`src/design/psc_pkg.sv`:
```
// package: register map, keys, field positions and timing for pll control
package psc_pkg;
    localparam logic [31:0] PSC_ADDR_STATUS    = 32'hffff0400;
    localparam logic [31:0] PSC_ADDR_POW_PRE   = 32'hffff0404;
    localparam logic [31:0] PSC_ADDR_POW_CTRL  = 32'hffff0408;
    localparam logic [31:0] PSC_ADDR_POW_POST  = 32'hffff040c;
    localparam logic [31:0] PSC_ADDR_PLL_PRE   = 32'hffff0410;
    localparam logic [31:0] PSC_ADDR_PLL_CTRL  = 32'hffff0414;
    localparam logic [31:0] PSC_ADDR_PLL_POST  = 32'hffff0418;
    localparam logic [31:0] PSC_ADDR_IRQ_MASK  = 32'hffff041c;

    localparam logic [31:0] PSC_KEY_PLL_PRE    = 32'h000000aa;
    localparam logic [31:0] PSC_KEY_PLL_POST   = 32'h00000055;
    localparam logic [31:0] PSC_KEY_POW_PRE    = 32'h00000001;
    localparam logic [31:0] PSC_KEY_POW_POST   = 32'h000000f4;

    localparam int          PSC_BIT_IRQ        = 0;
    localparam int          PSC_BIT_LOCK       = 1;
    localparam int          PSC_BIT_XTAL       = 2;
    localparam logic [7:0]  PSC_PLL_CTRL_RST   = 8'h00;
    localparam logic [7:0]  PSC_POW_CTRL_RST   = 8'h79;
    localparam logic [7:0]  PSC_MASK_RST       = 8'h00;

    localparam logic [1:0]  PSC_SRC_LOWPWR     = 2'h0;
    localparam logic [1:0]  PSC_SRC_PRECISION  = 2'h1;
    localparam logic [1:0]  PSC_SRC_CRYSTAL    = 2'h2;

    localparam int          PSC_CLK_MHZ        = 100;
    localparam int          PSC_LOCK_TIME_US   = 2000;
    localparam int          PSC_LOCK_CYCLES    = PSC_LOCK_TIME_US*PSC_CLK_MHZ;

    typedef enum logic [2:0] {
        PSC_KS_IDLE  = 3'b001,
        PSC_KS_ARMED = 3'b010,
        PSC_KS_HELD  = 3'b100
    } psc_key_state_t;
endpackage

```
`src/design/psc_key_if.sv`:
```
// interface: bus write view and commit result between top and key guards
`timescale 1ns/10ps
interface psc_key_if;
    logic        wr;      // write strobe
    logic [31:0] addr;    // write address
    logic [31:0] wdata;   // write data
    logic        commit;  // protected value to be loaded
    logic [7:0]  value;   // value to load
    modport guard (input wr, addr, wdata, output commit, value);
    modport host  (output wr, addr, wdata, input commit, value);
endinterface

```
`src/design/psc_top.sv`:
```
// module: pll source select, keyed power register and pll lock status
//
// Functional notes
// - status bit 2 shows crystal pin level after the two-flop synchroniser
// - status bit 1 reads pll lock state
// - status bit 0 set on lock falling
// - write one clears flag, zero leaves it
// - source field picks lowpower, precision, crystal
// - pll control needs 0xaa pre, post key
// - power control needs 0x01 pre, post key
// - pll locks 2 ms after wake, plus synchroniser delay
`timescale 1ns/10ps
module psc_top #(
    parameter int LOCK_CYCLES = psc_pkg::PSC_LOCK_CYCLES
) (
    input  wire logic        i_clk,        // 100 MHz system clock
    input  wire logic        i_rst,        // sync reset, active high
    input  wire logic [31:0] i_addr,       // register byte address
    input  wire logic [31:0] i_wdata,      // write data
    input  wire logic        i_wr,         // write strobe
    input  wire logic        i_rd,         // read strobe
    input  wire logic        i_xtal_pin,   // crystal input pin level
    input  wire logic        i_pll_wake,   // pll powered up (async)
    output logic      [31:0] o_rdata,      // read data, cycle after i_rd
    output logic      [1:0]  o_pll_src,    // selected pll reference
    output logic      [7:0]  o_pow_ctrl,   // power/divider control
    output logic             o_pll_lock,   // pll locked indication
    output logic             o_irq         // level interrupt
);
    import psc_pkg::*;

    // ------------------------------------------------------------
    // input synchronisers
    // ------------------------------------------------------------
    logic xtal_s1;
    logic xtal_s2;
    logic wake_s1;
    logic wake_s2;

    always_ff @(posedge i_clk) begin
        if (i_rst) begin
            xtal_s1 <= 1'b0;
            xtal_s2 <= 1'b0;
            wake_s1 <= 1'b0;
            wake_s2 <= 1'b0;
        end else begin
            xtal_s1 <= i_xtal_pin;
            xtal_s2 <= xtal_s1;
            wake_s1 <= i_pll_wake;
            wake_s2 <= wake_s1;
        end
    end

    // ------------------------------------------------------------
    // keyed control registers
    // ------------------------------------------------------------
    psc_key_if pll_kif ();
    psc_key_if pow_kif ();

    assign pll_kif.wr    = i_wr;
    assign pll_kif.addr  = i_addr;
    assign pll_kif.wdata = i_wdata;
    assign pow_kif.wr    = i_wr;
    assign pow_kif.addr  = i_addr;
    assign pow_kif.wdata = i_wdata;

    psc_key_guard #(
        .PRE_ADDR  (PSC_ADDR_PLL_PRE),
        .CTRL_ADDR (PSC_ADDR_PLL_CTRL),
        .POST_ADDR (PSC_ADDR_PLL_POST),
        .PRE_KEY   (PSC_KEY_PLL_PRE),
        .POST_KEY  (PSC_KEY_PLL_POST)
    ) u_pll_guard (
        .i_clk (i_clk),
        .i_rst (i_rst),
        .bus   (pll_kif)
    );

    psc_key_guard #(
        .PRE_ADDR  (PSC_ADDR_POW_PRE),
        .CTRL_ADDR (PSC_ADDR_POW_CTRL),
        .POST_ADDR (PSC_ADDR_POW_POST),
        .PRE_KEY   (PSC_KEY_POW_PRE),
        .POST_KEY  (PSC_KEY_POW_POST)
    ) u_pow_guard (
        .i_clk (i_clk),
        .i_rst (i_rst),
        .bus   (pow_kif)
    );

    logic [7:0] pll_source_control;
    logic [7:0] power_divider_control;

    // reserved upper bits are stored as written; software keeps them zero
    always_ff @(posedge i_clk) begin
        if (i_rst) begin
            pll_source_control    <= PSC_PLL_CTRL_RST;
            power_divider_control <= PSC_POW_CTRL_RST;
        end else begin
            if (pll_kif.commit) begin
                pll_source_control <= pll_kif.value;
            end
            if (pow_kif.commit) begin
                power_divider_control <= pow_kif.value;
            end
        end
    end

    // code 11 is reserved: keep the previous reference rather than guess
    wire [1:0] src_field = pll_source_control[1:0];
    wire       src_valid = src_field != 2'h3;

    always_ff @(posedge i_clk) begin
        if (i_rst) begin
            o_pll_src <= PSC_SRC_LOWPWR;
        end else if (src_valid) begin
            o_pll_src <= src_field;
        end
    end

    // ------------------------------------------------------------
    // lock model: relock after wake or source change
    // ------------------------------------------------------------
    logic [31:0] lock_cnt;
    logic        pll_lock;
    logic        lock_prev;

    wire src_change = src_valid && (src_field != o_pll_src);
    wire relock     = !wake_s2 || src_change;
    wire lock_done  = lock_cnt == 32'(LOCK_CYCLES - 1);

    always_ff @(posedge i_clk) begin
        if (i_rst || relock) begin
            lock_cnt <= 32'h0;
            pll_lock <= 1'b0;
        end else if (!pll_lock) begin
            lock_cnt <= lock_cnt + 32'h1;
            if (lock_done) begin
                pll_lock <= 1'b1;
            end
        end
    end

    // ------------------------------------------------------------
    // status, interrupt flag and mask
    // ------------------------------------------------------------
    logic       irq_flag;
    logic [7:0] irq_mask;

    wire st_wr    = i_wr && i_addr == PSC_ADDR_STATUS;
    wire mask_wr  = i_wr && i_addr == PSC_ADDR_IRQ_MASK;
    wire st_rd    = i_rd && i_addr == PSC_ADDR_STATUS;
    wire lock_fall = lock_prev && !pll_lock;
    // cleared by writing one or by reading status; a new fall wins
    wire flag_clr = (st_wr && i_wdata[PSC_BIT_IRQ]) || st_rd;

    always_ff @(posedge i_clk) begin
        if (i_rst) begin
            lock_prev <= 1'b0;
            irq_flag  <= 1'b0;
            irq_mask  <= PSC_MASK_RST;
        end else begin
            lock_prev <= pll_lock;
            if (lock_fall) begin
                irq_flag <= 1'b1;
            end else if (flag_clr) begin
                irq_flag <= 1'b0;
            end
            if (mask_wr) begin
                irq_mask <= i_wdata[7:0];
            end
        end
    end

    wire [7:0] status_word = {5'h00, xtal_s2,
                              pll_lock, irq_flag};

    // ------------------------------------------------------------
    // read mux; key registers read zero, unmapped addresses too
    // ------------------------------------------------------------
    logic [31:0] rd_mux;

    always_comb begin
        rd_mux = 32'h0;
        unique case (i_addr)
            PSC_ADDR_STATUS:   rd_mux = {24'h0, status_word};
            PSC_ADDR_PLL_CTRL: rd_mux = {24'h0, pll_source_control};
            PSC_ADDR_POW_CTRL: rd_mux = {24'h0, power_divider_control};
            PSC_ADDR_IRQ_MASK: rd_mux = {24'h0, irq_mask};
            default:           rd_mux = 32'h0;
        endcase
    end

    wire next_irq = irq_flag && !lock_fall && !flag_clr ? irq_mask[0]
                  : (lock_fall && irq_mask[0]);

    always_ff @(posedge i_clk) begin
        if (i_rst) begin
            o_rdata    <= 32'h0;
            o_pow_ctrl <= PSC_POW_CTRL_RST;
            o_pll_lock <= 1'b0;
            o_irq      <= 1'b0;
        end else begin
            o_rdata    <= i_rd ? rd_mux : 32'h0;
            o_pow_ctrl <= power_divider_control;
            o_pll_lock <= pll_lock;
            o_irq      <= next_irq;
        end
    end
endmodule

```
`src/design/psc_key_guard.sv`:
```
// module: prewrite / control / postwrite key sequence checker
`timescale 1ns/10ps
module psc_key_guard #(
    parameter logic [31:0] PRE_ADDR  = 32'h0,
    parameter logic [31:0] CTRL_ADDR = 32'h0,
    parameter logic [31:0] POST_ADDR = 32'h0,
    parameter logic [31:0] PRE_KEY   = 32'h0,
    parameter logic [31:0] POST_KEY  = 32'h0
) (
    input  wire logic  i_clk,   // system clock
    input  wire logic  i_rst,   // sync reset, active high
    psc_key_if.guard   bus      // bus writes in, commit out
);
    import psc_pkg::*;

    psc_key_state_t state;
    psc_key_state_t next_state;
    logic [7:0]     held;

    wire pre_ok   = bus.wr && bus.addr == PRE_ADDR && bus.wdata == PRE_KEY;
    wire ctrl_wr  = bus.wr && bus.addr == CTRL_ADDR;
    wire post_ok  = bus.wr && bus.addr == POST_ADDR && bus.wdata == POST_KEY;

    // any other write breaks the sequence; idle cycles do not
    always_comb begin
        next_state = state;
        unique case (state)
            PSC_KS_IDLE:  next_state = pre_ok ? PSC_KS_ARMED : PSC_KS_IDLE;
            PSC_KS_ARMED: if (bus.wr) begin
                next_state = ctrl_wr ? PSC_KS_HELD : PSC_KS_IDLE;
            end
            PSC_KS_HELD:  if (bus.wr) begin
                next_state = PSC_KS_IDLE;
            end
            default:      next_state = PSC_KS_IDLE;
        endcase
    end

    always_ff @(posedge i_clk) begin
        if (i_rst) begin
            state <= PSC_KS_IDLE;
            held  <= 8'h00;
        end else begin
            state <= next_state;
            if (state == PSC_KS_ARMED && ctrl_wr) begin
                held <= bus.wdata[7:0];
            end
        end
    end

    // commit only on the correct postwrite key right after the control write
    assign bus.commit = (state == PSC_KS_HELD)
                        && post_ok;
    assign bus.value  = held;
endmodule

```
`config.mk`:
```
export PLATFORM = sky130hd
export DESIGN_NAME = psc_top
export DESIGN_NICKNAME = d
export VERILOG_FILES = /design/src/design/psc_pkg.sv /design/src/design/psc_key_if.sv /design/src/design/psc_top.sv /design/src/design/psc_key_guard.sv
export SDC_FILE = /design/constraint.sdc
export NUM_CORES = 1
export LEC_CHECK = 0
export BUFFER_PORTS_ARGS = -buffer_cell sky130_fd_sc_hd__buf_2
export CAP_MARGIN = 20
export CORE_MARGIN = 2
export CORE_UTILIZATION = 55
export CTS_BUF_LIST = sky130_fd_sc_hd__clkbuf_8
export DETAILED_ROUTE_END_ITERATION = 10
export GPL_TIMING_DRIVEN = 0
export PLACE_DENSITY_LB_ADDON = 0.08
export SYNTH_ARGS = -nofsm -noshare
export SYNTH_HDL_FRONTEND = slang
export SYNTH_SLANG_ARGS = --single-unit
export TNS_END_PERCENT = 50
```
`constraint.sdc`:
```
create_clock -name i_clk -period 2.3 [get_ports i_clk]
set_input_delay 0 -clock i_clk [delete_from_list [all_inputs] [get_ports i_clk]]
set_output_delay 0 -clock i_clk [all_outputs]
set_load 0.02 [all_outputs]
```
Word-level counts from Yosys, hierarchy flattened

Cells that the tools add are included.

$add $sub $neg: 1
Equal/unequal tests: 25
Multiplexer cells: 15
Bitwise operators: 1
Reduce and logical (&&, ||, !) cells: 34

Operator list:

| cell                    | number |
|---|---|
| $eq A32 B32 Y1 const B  | 8 |
| $eq A32 B8 Y1 const B   | 2 |
| $add A32 B1 Y32 const B | 1 |
| $eq A32 B1 Y1 const B   | 1 |
| $eq A32 B18 Y1 const B  | 1 |
| $eq A32 B7 Y1 const B   | 1 |
| $pmux W8 S4             | 1 |
| $logic_and A1 B1 Y1     | 23 |
| $pmux W3 S3             | 2 |
| $mux W3                 | 5 |
| $ne A2 B2 Y1 const B    | 5 |
| $eq A3 B1 Y1 const B    | 2 |
| $eq A3 B2 Y1 const B    | 2 |
| $eq A3 B3 Y1 const B    | 2 |
| $mux W1                 | 5 |
| $logic_not A1 Y1        | 4 |
| $mux W2                 | 2 |
| $reduce_and A2 Y1       | 2 |
| $logic_or A1 B1 Y1      | 3 |
| $ne A2 B2 Y1            | 1 |
| $reduce_bool A2 Y1      | 1 |
| $reduce_or A2 Y1        | 1 |
| $not A1 Y1              | 1 |

Flip-flop bits (word level): 128
Input port bits: 70
Output and inout port bits: 44
Word-level logic and storage cells: 95

Longest topological paths before layout

Gate-level depths: netlist of run 1.

Word-level depth: 7
Mapped depth: 7
Gate-level depth less buffers: 6

Modules after synthesis

A second synthesis of run 1 with hierarchy kept.

Cells, all modules: 564
Area total of the unflattened synthesis: 5185.0 µm²

By module, submodules not included:

| module                       | times used | cells an instance | area an instance (µm²) | seq. area each (µm²) |
|---|---|---|---|---|
| psc_top                      | 1          | 407               | 3784.9                 | 1641.6 |
| psc_key_guard at u_pll_guard | 1          | 88                | 787.0                  | 220.2 |
| psc_key_guard at u_pow_guard | 1          | 69                | 613.1                  | 220.2 |

Worst setup path before layout of run 1

Ideal clock, no wire load.

Kind: register to register
Start point: register lock_cnt[3]
End point: register lock_cnt[31]
Library setup time: 71 ps
Data arrival time: 1879 ps
Data required time: 2229 ps
Slack: 350 ps
Stages on the path, launching flop included: 6
Path buffers: 0
Period minus slack after synthesis: 1950 ps
Cell sequence: dfxtp_1 and4_1 nand4_2 or4_1 or3_1 a21oi_1

Cells in the longest elaborated chain, start to end: 1

Ends and longest elaborated chain:

| element                | line           | RTL |
|---|---|---|
| from (decl)            | psc_top.sv:124 | `logic [31:0] lock_cnt;` |
| from (signal assigned) | psc_top.sv:137 | `lock_cnt <= lock_cnt + 32'h1;` |
| $add A32 B1 Y32        | psc_top.sv:137 |  |

Every way passes these cells.
A chain may end at the register's enable or synchronous reset.

Worst setup path in the final report of run 1

Start point: register lock_cnt[15]
End point: register lock_cnt[31]

Same word-level chain as after synthesis.

==> impl_metrics.prom, run 1 <==
# TYPE chip_impl_metric gauge
chip_impl_metric{name="setup_viol",unit=""} 0
chip_impl_metric{name="fin_worst_skew",unit="ns"} 0.0134
chip_impl_info{name="worstSetupPathType",value="reg2reg"} 1
chip_impl_info{name="hp-class",value="in2reg"} 1
chip_impl_metric{name="worst_slew_pin_slew",unit="ns"} 0.783
chip_impl_metric{name="avgRoutedWirePerCell",unit="um"} 15.3
chip_impl_metric{name="share_clk_of_total_power",unit=""} 0.342
chip_impl_metric{name="starting_density_of_the_core",unit=""} 0.571
chip_impl_metric{name="syn-mean-instance-area",unit="um^2"} 8.98
chip_impl_metric{name="drt_first_iter_violations",unit=""} 239
chip_impl_metric{name="clock_sink_count",unit=""} 104
chip_impl_metric{name="grt_pass1_vias",unit=""} 4107
chip_impl_metric{name="cellInternalPower",unit="mW"} 2.31
chip_impl_metric{name="dr_total_vias",unit=""} 4361
chip_impl_metric{name="timing.reg2reg.worst_path_depth",unit=""} 5
chip_impl_info{name="rr_startpoint",value="lock_cnt[15]"} 1
chip_impl_metric{name="slew_headroom",unit=""} 0.474
chip_impl_metric{name="drt_pre_antenna_iters",unit=""} 4
chip_impl_metric{name="area_overhead_of_the_layout_relative_to_synthesis",unit="%"} 20.3
chip_impl_info{name="crit_start",value="lock_cnt[15]"} 1
chip_impl_metric{name="maxCapViolations",unit=""} 0
chip_impl_metric{name="synth_area",unit="mm^2"} 0.00474
chip_impl_info{name="element_type_at_the_critical_path_end",value="flip-flop"} 1
chip_impl_metric{name="fin_crit_sh",unit=""} 0.919
chip_impl_metric{name="cts_buffers",unit=""} 9
chip_impl_metric{name="critical_path_arrival",unit="ns"} 2.42
chip_impl_metric{name="drc_errors",unit=""} 0
chip_impl_metric{name="fp.coreArea",unit="mm^2"} 0.00830
chip_impl_metric{name="antenna_found_initial",unit=""} 0
chip_impl_metric{name="report.final.hold_viol_count",unit=""} 0
chip_impl_info{name="status",value="completed"} 1
chip_impl_metric{name="finish.net_count",unit=""} 734
chip_impl_info{name="worst_r2r_endpoint",value="lock_cnt[31]"} 1
chip_impl_metric{name="insertion_delay",unit="ns"} 0.38
chip_impl_metric{name="finalWeightedCongestion",unit=""} 0.882
chip_impl_info{name="crit_chain",value="and3b_1, nand4_1, or4_4, or3_1, a21oi_1"} 1
chip_impl_info{name="whs_endpoint",value="u_pow_guard.bus.value[0]"} 1
chip_impl_metric{name="cts-root-to-sink-buffers",unit=""} 2
chip_impl_info{name="ctsRootBufferMaster",value="clkbuf_8"} 1
chip_impl_metric{name="power.share.sequential",unit=""} 0.582
chip_impl_metric{name="post_route_cells_drive_above_1_share",unit=""} 0.232
chip_impl_info{name="synth_top_flop_cell",value="dfxtp_1"} 1
chip_impl_metric{name="die_area",unit="mm^2"} 0.00938
chip_impl_metric{name="ir_worst_vdd",unit="V"} 0.000247
chip_impl_metric{name="comb_power_share",unit=""} 0.075
chip_impl_metric{name="synthCells",unit=""} 528
chip_impl_metric{name="yosys.cell_types.count",unit=""} 52
chip_impl_metric{name="fin_setup_tns",unit="ns"} 0
chip_impl_metric{name="synth-edff-count",unit=""} 0
chip_impl_info{name="netlist.top_cell.by_area",value="dfxtp_1"} 1
chip_impl_metric{name="fmax",unit="MHz"} 473
chip_impl_info{name="cpMaxStageDelayCell",value="or4_4"} 1
chip_impl_metric{name="floorplan.rows",unit=""} 33
chip_impl_metric{name="num_antenna_cells",unit=""} 0
chip_impl_metric{name="die_height",unit="um"} 96.8
chip_impl_metric{name="final_max_slew_viol_count",unit=""} 0
chip_impl_metric{name="maximum_number_of_pins_on_one_net_before_global_route_repair",unit=""} 19
chip_impl_info{name="cp-start-kind",value="flip-flop"} 1
chip_impl_metric{name="power_switching_share",unit=""} 0.255
chip_impl_metric{name="hold-path-cell-count",unit=""} 3
chip_impl_metric{name="clock_tree.htree_level_count",unit=""} 3
chip_impl_metric{name="wl",unit="mm"} 11.8
chip_impl_metric{name="first_pass_grt_wire_length",unit="mm"} 19.4
chip_impl_metric{name="synth-async-reset-ratio",unit=""} 0
chip_impl_metric{name="synthDominantCellAreaShare",unit=""} 0.439
chip_impl_metric{name="clock_transition_at_the_registers_of_the_reported_paths",unit="ns"} 0.11
chip_impl_info{name="cts_tree",value="built"} 1
chip_impl_metric{name="finish.utilization",unit=""} 0.687
chip_impl_metric{name="synth-seq-area-share",unit=""} 0.439
chip_impl_metric{name="critical_path_fanouts_max",unit=""} 6
chip_impl_metric{name="cp_slowest_stage_delay",unit="ns"} 0.61
chip_impl_metric{name="die-width",unit="um"} 96.8
chip_impl_metric{name="detailedPlacementHpwl",unit="mm"} 8.65
chip_impl_metric{name="gr-total-overflow",unit=""} 0
chip_impl_info{name="min_from",value="i_wdata[0]"} 1
chip_impl_metric{name="drt-vias-per-instance",unit=""} 5.64
chip_impl_metric{name="critical_path_required",unit="ns"} 2.60
chip_impl_metric{name="power_density_cells",unit="mW/mm^2"} 544
chip_impl_metric{name="port_buffers",unit=""} 89
chip_impl_metric{name="synth-seq-cells",unit=""} 104
chip_impl_metric{name="power.leakage",unit="nW"} 2.27
chip_impl_metric{name="io-pin-count",unit=""} 114
chip_impl_metric{name="period_minus_slack",unit="ns"} 2.11
chip_impl_info{name="rsz0062_at_grt",value="false"} 1
chip_impl_metric{name="grt.total_usage",unit=""} 0.250
chip_impl_metric{name="reg2reg_setup_slack",unit="ns"} 0.19
chip_impl_metric{name="yosysWarnings",unit=""} 0
chip_impl_metric{name="power.net_switching",unit="uW"} 789
chip_impl_metric{name="route.antenna.remaining_nets",unit=""} 0
chip_impl_info{name="ys_top_cells_by_area",value="dfxtp_1 (44%), nor2_1 (6.7%), mux2i_1 (6.3%)"} 1
==> logic make-up (layout without fill, tap and decap cells) <==
family,after synthesis,after routing,synth area share
flip-flops,104,104,0.439
multiplexers,33,33,0.0705
AND/OR/NAND/NOR,249,249,0.294
other,1,24,0.000791
XOR/XNOR,25,25,0.0462
adder cells (fa/ha/maj),1,1,0.00264
AO/OA/AOI/OAI,57,57,0.0792
buffers and inverters,58,175,0.0671
==> cell usage after synthesis (all sizes together), types with 2 or more instances <==
| library cell | n |
|---|---|
| a21o | 2 |
| nor4b | 5 |
| xnor2 | 14 |
| or3 | 9 |
| a22o | 5 |
| nand2b | 7 |
| nor4 | 21 |
| o31ai | 8 |
| mux2 | 3 |
| dfxtp | 104 |
| or4 | 8 |
| a22oi | 8 |
| buf | 30 |
| a211oi | 3 |
| nor3 | 16 |
| or4b | 5 |
| o21ai | 5 |
| nand4bb | 3 |
| nor3b | 4 |
| nand3 | 14 |
| nand3b | 2 |
| nor2b | 14 |
| mux2i | 30 |
| xor2 | 11 |
| or2 | 4 |
| nand2 | 17 |
| nand4 | 23 |
| a21oi | 20 |
| inv | 11 |
| and3 | 4 |
| nor2 | 84 |
| a221oi | 3 |
| clkbuf | 17 |
| nand4b | 4 |
==> layout by cell type, fill, tap and decap left out, drive strengths merged, types with 7 or more instances in the layout <==
cell,instances
inv,13
or3,9
xor2,11
a21oi,20
buf,123
or4,8
mux2i,30
o31ai,8
nand2b,7
xnor2,14
clkbuf,26
nor3,16
nor2,84
dlygate4sd3,8
nand2,17
nor2b,14
nor4,21
nand3,14
nand4,23
a22oi,8
conb,24
dfxtp,104
==> routing by layer <==
metal	part of all wire	GRT usage	wire, um	vias to the layer above
met3	0.071	0.0361	838	18
met1	0.42	0.313	4960	2039
met4	0.018	0.0964	214	0
met2	0.49	0.436	5820	189
met5	0	0	0	-
li1	-	-	-	2115
==> through the flow <==
stage	instance area [um^2]	instances	hold WS, ns	worst slack [ns]	power, mW
final	5700	773	0.0219	0.186	3.10
after global routing	5700	773	0.0177	0.0584	3.20
after CTS	5660	769	0.00399	0.0914	3.10
after detailed placement	5400	745	0.216	0.126	2.06
after global placement	5400	745	0.212	0.147	2.06
after floorplan	4830	551	0.128	0.350	1.97
==> critical path, delay by kind of cell, from the launching register on <==
kind	cells	cell delay, ns
AO/OA/AOI/OAI	1	0.14
flip-flops	1	0.40
AND/OR/NAND/NOR	4	1.50
==> registers in the layout, indices dropped and copies added, names as in the netlist, 8 cells and up <==
name / cells
power_divider_control: 8
o_pow_ctrl: 8
pll_source_control: 8
lock_cnt: 32
u_pll_guard.bus.value: 8
u_pow_guard.bus.value: 8
irq_mask: 8
o_rdata: 8
==> layout make-up <==
type                       instances  area, um^2
clock buffer                       9         124
buffer                            47         277
inverter                          11        41.3
timing repair buffer             101         553
clock inverter                     7        55.1
tap                              105         131
fill                             685        2600
sequential                       104        2080
multi-input combinational        389        2440
==> worst max-delay path by stage <==
| stage | to | slack (ns) |
|---|---|---|
| after CTS | lock_cnt[31] | 0.09 |
| after floorplan | lock_cnt[31] | 0.35 |
| after global placement | pll_source_control[3] | 0.15 |
| after detailed placement | lock_cnt[31] | 0.13 |
| final | lock_cnt[31] | 0.19 |
| after global routing | lock_cnt[29] | 0.06 |
==> power by group through the flow <==
stage | clock [mW] | sequential (mW) | combinational (mW)
2_1_floorplan | 0 | 1.85 | 0.120
3_3_place_gp | 0 | 1.85 | 0.215
3_5_place_dp | 0 | 1.85 | 0.219
4_1_cts | 1.07 | 1.80 | 0.229
5_1_grt | 1.14 | 1.81 | 0.251
6_report | 1.06 | 1.80 | 0.234
==> timing repair <==
item	CTS	global route
hold endpoints to repair	20	0
hold buffers	8	0
gates resized for setup	0	2
setup buffers	0	3
endpoints found under the setup margin	0	3
Note: power is estimated with default switching activity, not from simulation.
==> run 2, diff against run 1 <==
RECOVER_POWER = 50   (was unset)
==> run 2 against run 1 <==
Net effect:
- combinational power hardly changed
- register-to-register slack hardly changed
- sequential share of layout area is 0.30 points higher
- final cell count stayed put
- clock skew is 0.0011 ns lower
- via count hardly changed
- largest power group unchanged
==> impl_metrics.prom, run 2 (synthesis gave the netlist of run 1 again) <==
# TYPE chip_impl_metric gauge
chip_impl_info{name="status",value="completed"} 1
chip_impl_metric{name="port_buffers",unit=""} 89
chip_impl_metric{name="critical_path_buf_inv_count",unit=""} 3
chip_impl_metric{name="setup_viol",unit=""} 0
chip_impl_info{name="worst_r2r_endpoint",value="lock_cnt[31]"} 1
chip_impl_metric{name="die_height",unit="um"} 96.8
chip_impl_info{name="cp-start-kind",value="primary input"} 1
chip_impl_metric{name="grt.total_usage",unit=""} 0.250
chip_impl_metric{name="floorplan.rows",unit=""} 33
chip_impl_metric{name="period_minus_slack",unit="ns"} 2.15
chip_impl_metric{name="first_pass_grt_wire_length",unit="mm"} 19.4
chip_impl_metric{name="fin_setup_tns",unit="ns"} 0
chip_impl_metric{name="report.final.hold_viol_count",unit=""} 0
chip_impl_info{name="min_from",value="i_wdata[0]"} 1
chip_impl_metric{name="pre_cts_ws",unit="ns"} 0.126
chip_impl_metric{name="dr_total_vias",unit=""} 4359
chip_impl_metric{name="hold-path-cell-count",unit=""} 3
chip_impl_info{name="worstSetupPathType",value="in2reg"} 1
chip_impl_metric{name="reg2reg_setup_slack",unit="ns"} 0.19
chip_impl_info{name="ctsRootBufferMaster",value="clkbuf_8"} 1
chip_impl_metric{name="cts_buffers",unit=""} 9
chip_impl_metric{name="insertion_delay",unit="ns"} 0.37
chip_impl_info{name="whs_endpoint",value="u_pow_guard.bus.value[0]"} 1
chip_impl_metric{name="power.leakage",unit="nW"} 2.18
chip_impl_metric{name="cts-root-to-sink-buffers",unit=""} 2
chip_impl_info{name="rsz0062_at_grt",value="false"} 1
chip_impl_metric{name="timing.reg2reg.worst_path_depth",unit=""} 5
chip_impl_metric{name="detailedPlacementHpwl",unit="mm"} 8.65
chip_impl_metric{name="drt_first_iter_violations",unit=""} 274
chip_impl_metric{name="area_overhead_of_the_layout_relative_to_synthesis",unit="%"} 19.3
chip_impl_metric{name="maximum_number_of_pins_on_one_net_before_global_route_repair",unit=""} 19
chip_impl_metric{name="clock_sink_count",unit=""} 104
chip_impl_metric{name="finalWeightedCongestion",unit=""} 0.882
chip_impl_metric{name="wl",unit="mm"} 11.8
chip_impl_metric{name="clock_tree.htree_level_count",unit=""} 3
chip_impl_metric{name="ir_worst_vdd",unit="V"} 0.000249
chip_impl_metric{name="post_route_cells_drive_above_1_share",unit=""} 0.190
chip_impl_metric{name="drc_errors",unit=""} 0
chip_impl_metric{name="drt_pre_antenna_iters",unit=""} 5
chip_impl_info{name="final_common_cell",value="dfxtp_1"} 1
chip_impl_metric{name="fin_crit_sh",unit=""} 0.935
chip_impl_metric{name="antenna_found_initial",unit=""} 0
chip_impl_metric{name="critical_path_required",unit="ns"} 2.53
chip_impl_metric{name="maxCapViolations",unit=""} 0
chip_impl_metric{name="final_critical_path_setup_slack",unit="ns"} 0.150
chip_impl_info{name="timing.critical_path.mode_cell",value="clkbuf_1"} 1
chip_impl_metric{name="power",unit="mW"} 3.10
chip_impl_metric{name="critical_path_fanouts_max",unit=""} 8
chip_impl_metric{name="grt_pass1_vias",unit=""} 4107
chip_impl_metric{name="slew_headroom",unit=""} 0.462
chip_impl_metric{name="io-pin-count",unit=""} 114
chip_impl_metric{name="fin_worst_hold_slack",unit="ns"} 0.0122
chip_impl_metric{name="avgRoutedWirePerCell",unit="um"} 15.3
chip_impl_metric{name="clock_transition_at_the_registers_of_the_reported_paths",unit="ns"} 0.10
chip_impl_metric{name="power_density_cells",unit="mW/mm^2"} 548
chip_impl_info{name="path_delay_family",value="buffers and inverters"} 1
chip_impl_info{name="crit_chain",value="dlygate4sd3_1, clkbuf_1, or4b_1, or4_1, clkbuf_1, o31ai_1, a21oi_1"} 1
chip_impl_metric{name="drt-vias-per-instance",unit=""} 5.64
chip_impl_metric{name="starting_density_of_the_core",unit=""} 0.571
chip_impl_metric{name="num_antenna_cells",unit=""} 0
chip_impl_metric{name="finish.net_count",unit=""} 734
chip_impl_metric{name="die_area",unit="mm^2"} 0.00938
chip_impl_metric{name="route.antenna.remaining_nets",unit=""} 0
chip_impl_metric{name="gr-total-overflow",unit=""} 0
chip_impl_info{name="final_cell_mix",value="dfxtp_1 (104), nor2_1 (84), buf_2 (67)"} 1
chip_impl_info{name="crit_start",value="i_wdata[2]"} 1
chip_impl_info{name="element_type_at_the_critical_path_end",value="flip-flop"} 1
chip_impl_info{name="rr_startpoint",value="lock_cnt[15]"} 1
chip_impl_metric{name="critical_path_arrival",unit="ns"} 2.38
chip_impl_metric{name="worst_slew_pin_slew",unit="ns"} 0.800
chip_impl_info{name="cpMaxStageDelayCell",value="or4b_1"} 1
chip_impl_metric{name="cp_slowest_stage_delay",unit="ns"} 0.54
chip_impl_info{name="max_flop_register",value="lock_cnt"} 1
chip_impl_metric{name="fin_worst_skew",unit="ns"} 0.0123
chip_impl_info{name="hp-class",value="in2reg"} 1
chip_impl_info{name="cts_tree",value="built"} 1
chip_impl_metric{name="fmax",unit="MHz"} 465
chip_impl_metric{name="final_max_slew_viol_count",unit=""} 0
chip_impl_metric{name="fp.coreArea",unit="mm^2"} 0.00830
chip_impl_metric{name="max_ffs_per_register",unit=""} 32
chip_impl_metric{name="die-width",unit="um"} 96.8
==> run 2: cell count changes in the layout (fill, tap and decap cells not counted), sizes merged <==
| cell | delta |
|---|---|
| clkbuf | +26 |
| buf | -26 |
==> run 2: worst register-to-register path, stage by stage (launching register included) <==
cell	delay, ns
dfxtp_1	0.40
and3b_1	0.28
nand4_1	0.25
or4_4	0.61
or3_1	0.36
a21oi_1	0.14
==> run 2: worst max-delay path by stage <==
stage               slack [ns]                    end  cells after the start
floorplan                 0.35           lock_cnt[31]                      5
global placement          0.15  pll_source_control[3]                      6
detailed placement        0.13           lock_cnt[31]                      5
CTS                       0.09           lock_cnt[31]                      5
global route              0.04  pll_source_control[1]                      7
finish                    0.15  pll_source_control[3]                      7
==> run 2: final cells by class <==
cell class / instances / area, um^2
sequential: 104 / 2080
fill: 696 / 2640
clock inverter: 7 / 55.1
inverter: 11 / 41.3
tap: 105 / 131
timing repair buffer: 101 / 524
multi-input combinational: 389 / 2420
clock buffer: 9 / 124
buffer: 47 / 274
==> run 2: per-stage QoR <==
stage	utilization	cells	instance area (um^2)
after global placement	0.651	745	5400
final	0.681	773	5660
after global routing	0.681	773	5660
after detailed placement	0.651	745	5400
after CTS	0.682	769	5660
after floorplan	-	551	4830
==> run 2: layer usage <==
metal | wire [um] | share of wire | vias up | track usage
li1 | - | - | 2120 | -
met1 | 5020 | 0.43 | 2039 | 0.313
met2 | 5750 | 0.49 | 181 | 0.436
met3 | 803 | 0.068 | 19 | 0.0361
met4 | 215 | 0.018 | 0 | 0.0964
met5 | 0 | 0 | - | 0
==> run 2: where the power goes <==
| group | internal, mW | switching, mW |
|---|---|---|
| combinational | 0.101 | 0.131 |
| sequential | 1.80 | 0.00155 |
| clock | 0.405 | 0.656 |
| total | 2.31 | 0.788 |
==> run 2: what timing repair did <==
action,in CTS,in global routing
hold endpoints to repair,20,0
hold buffers,8,0
setup endpoints to repair,0,3
gates resized for setup,0,2
buffers inserted,0,3
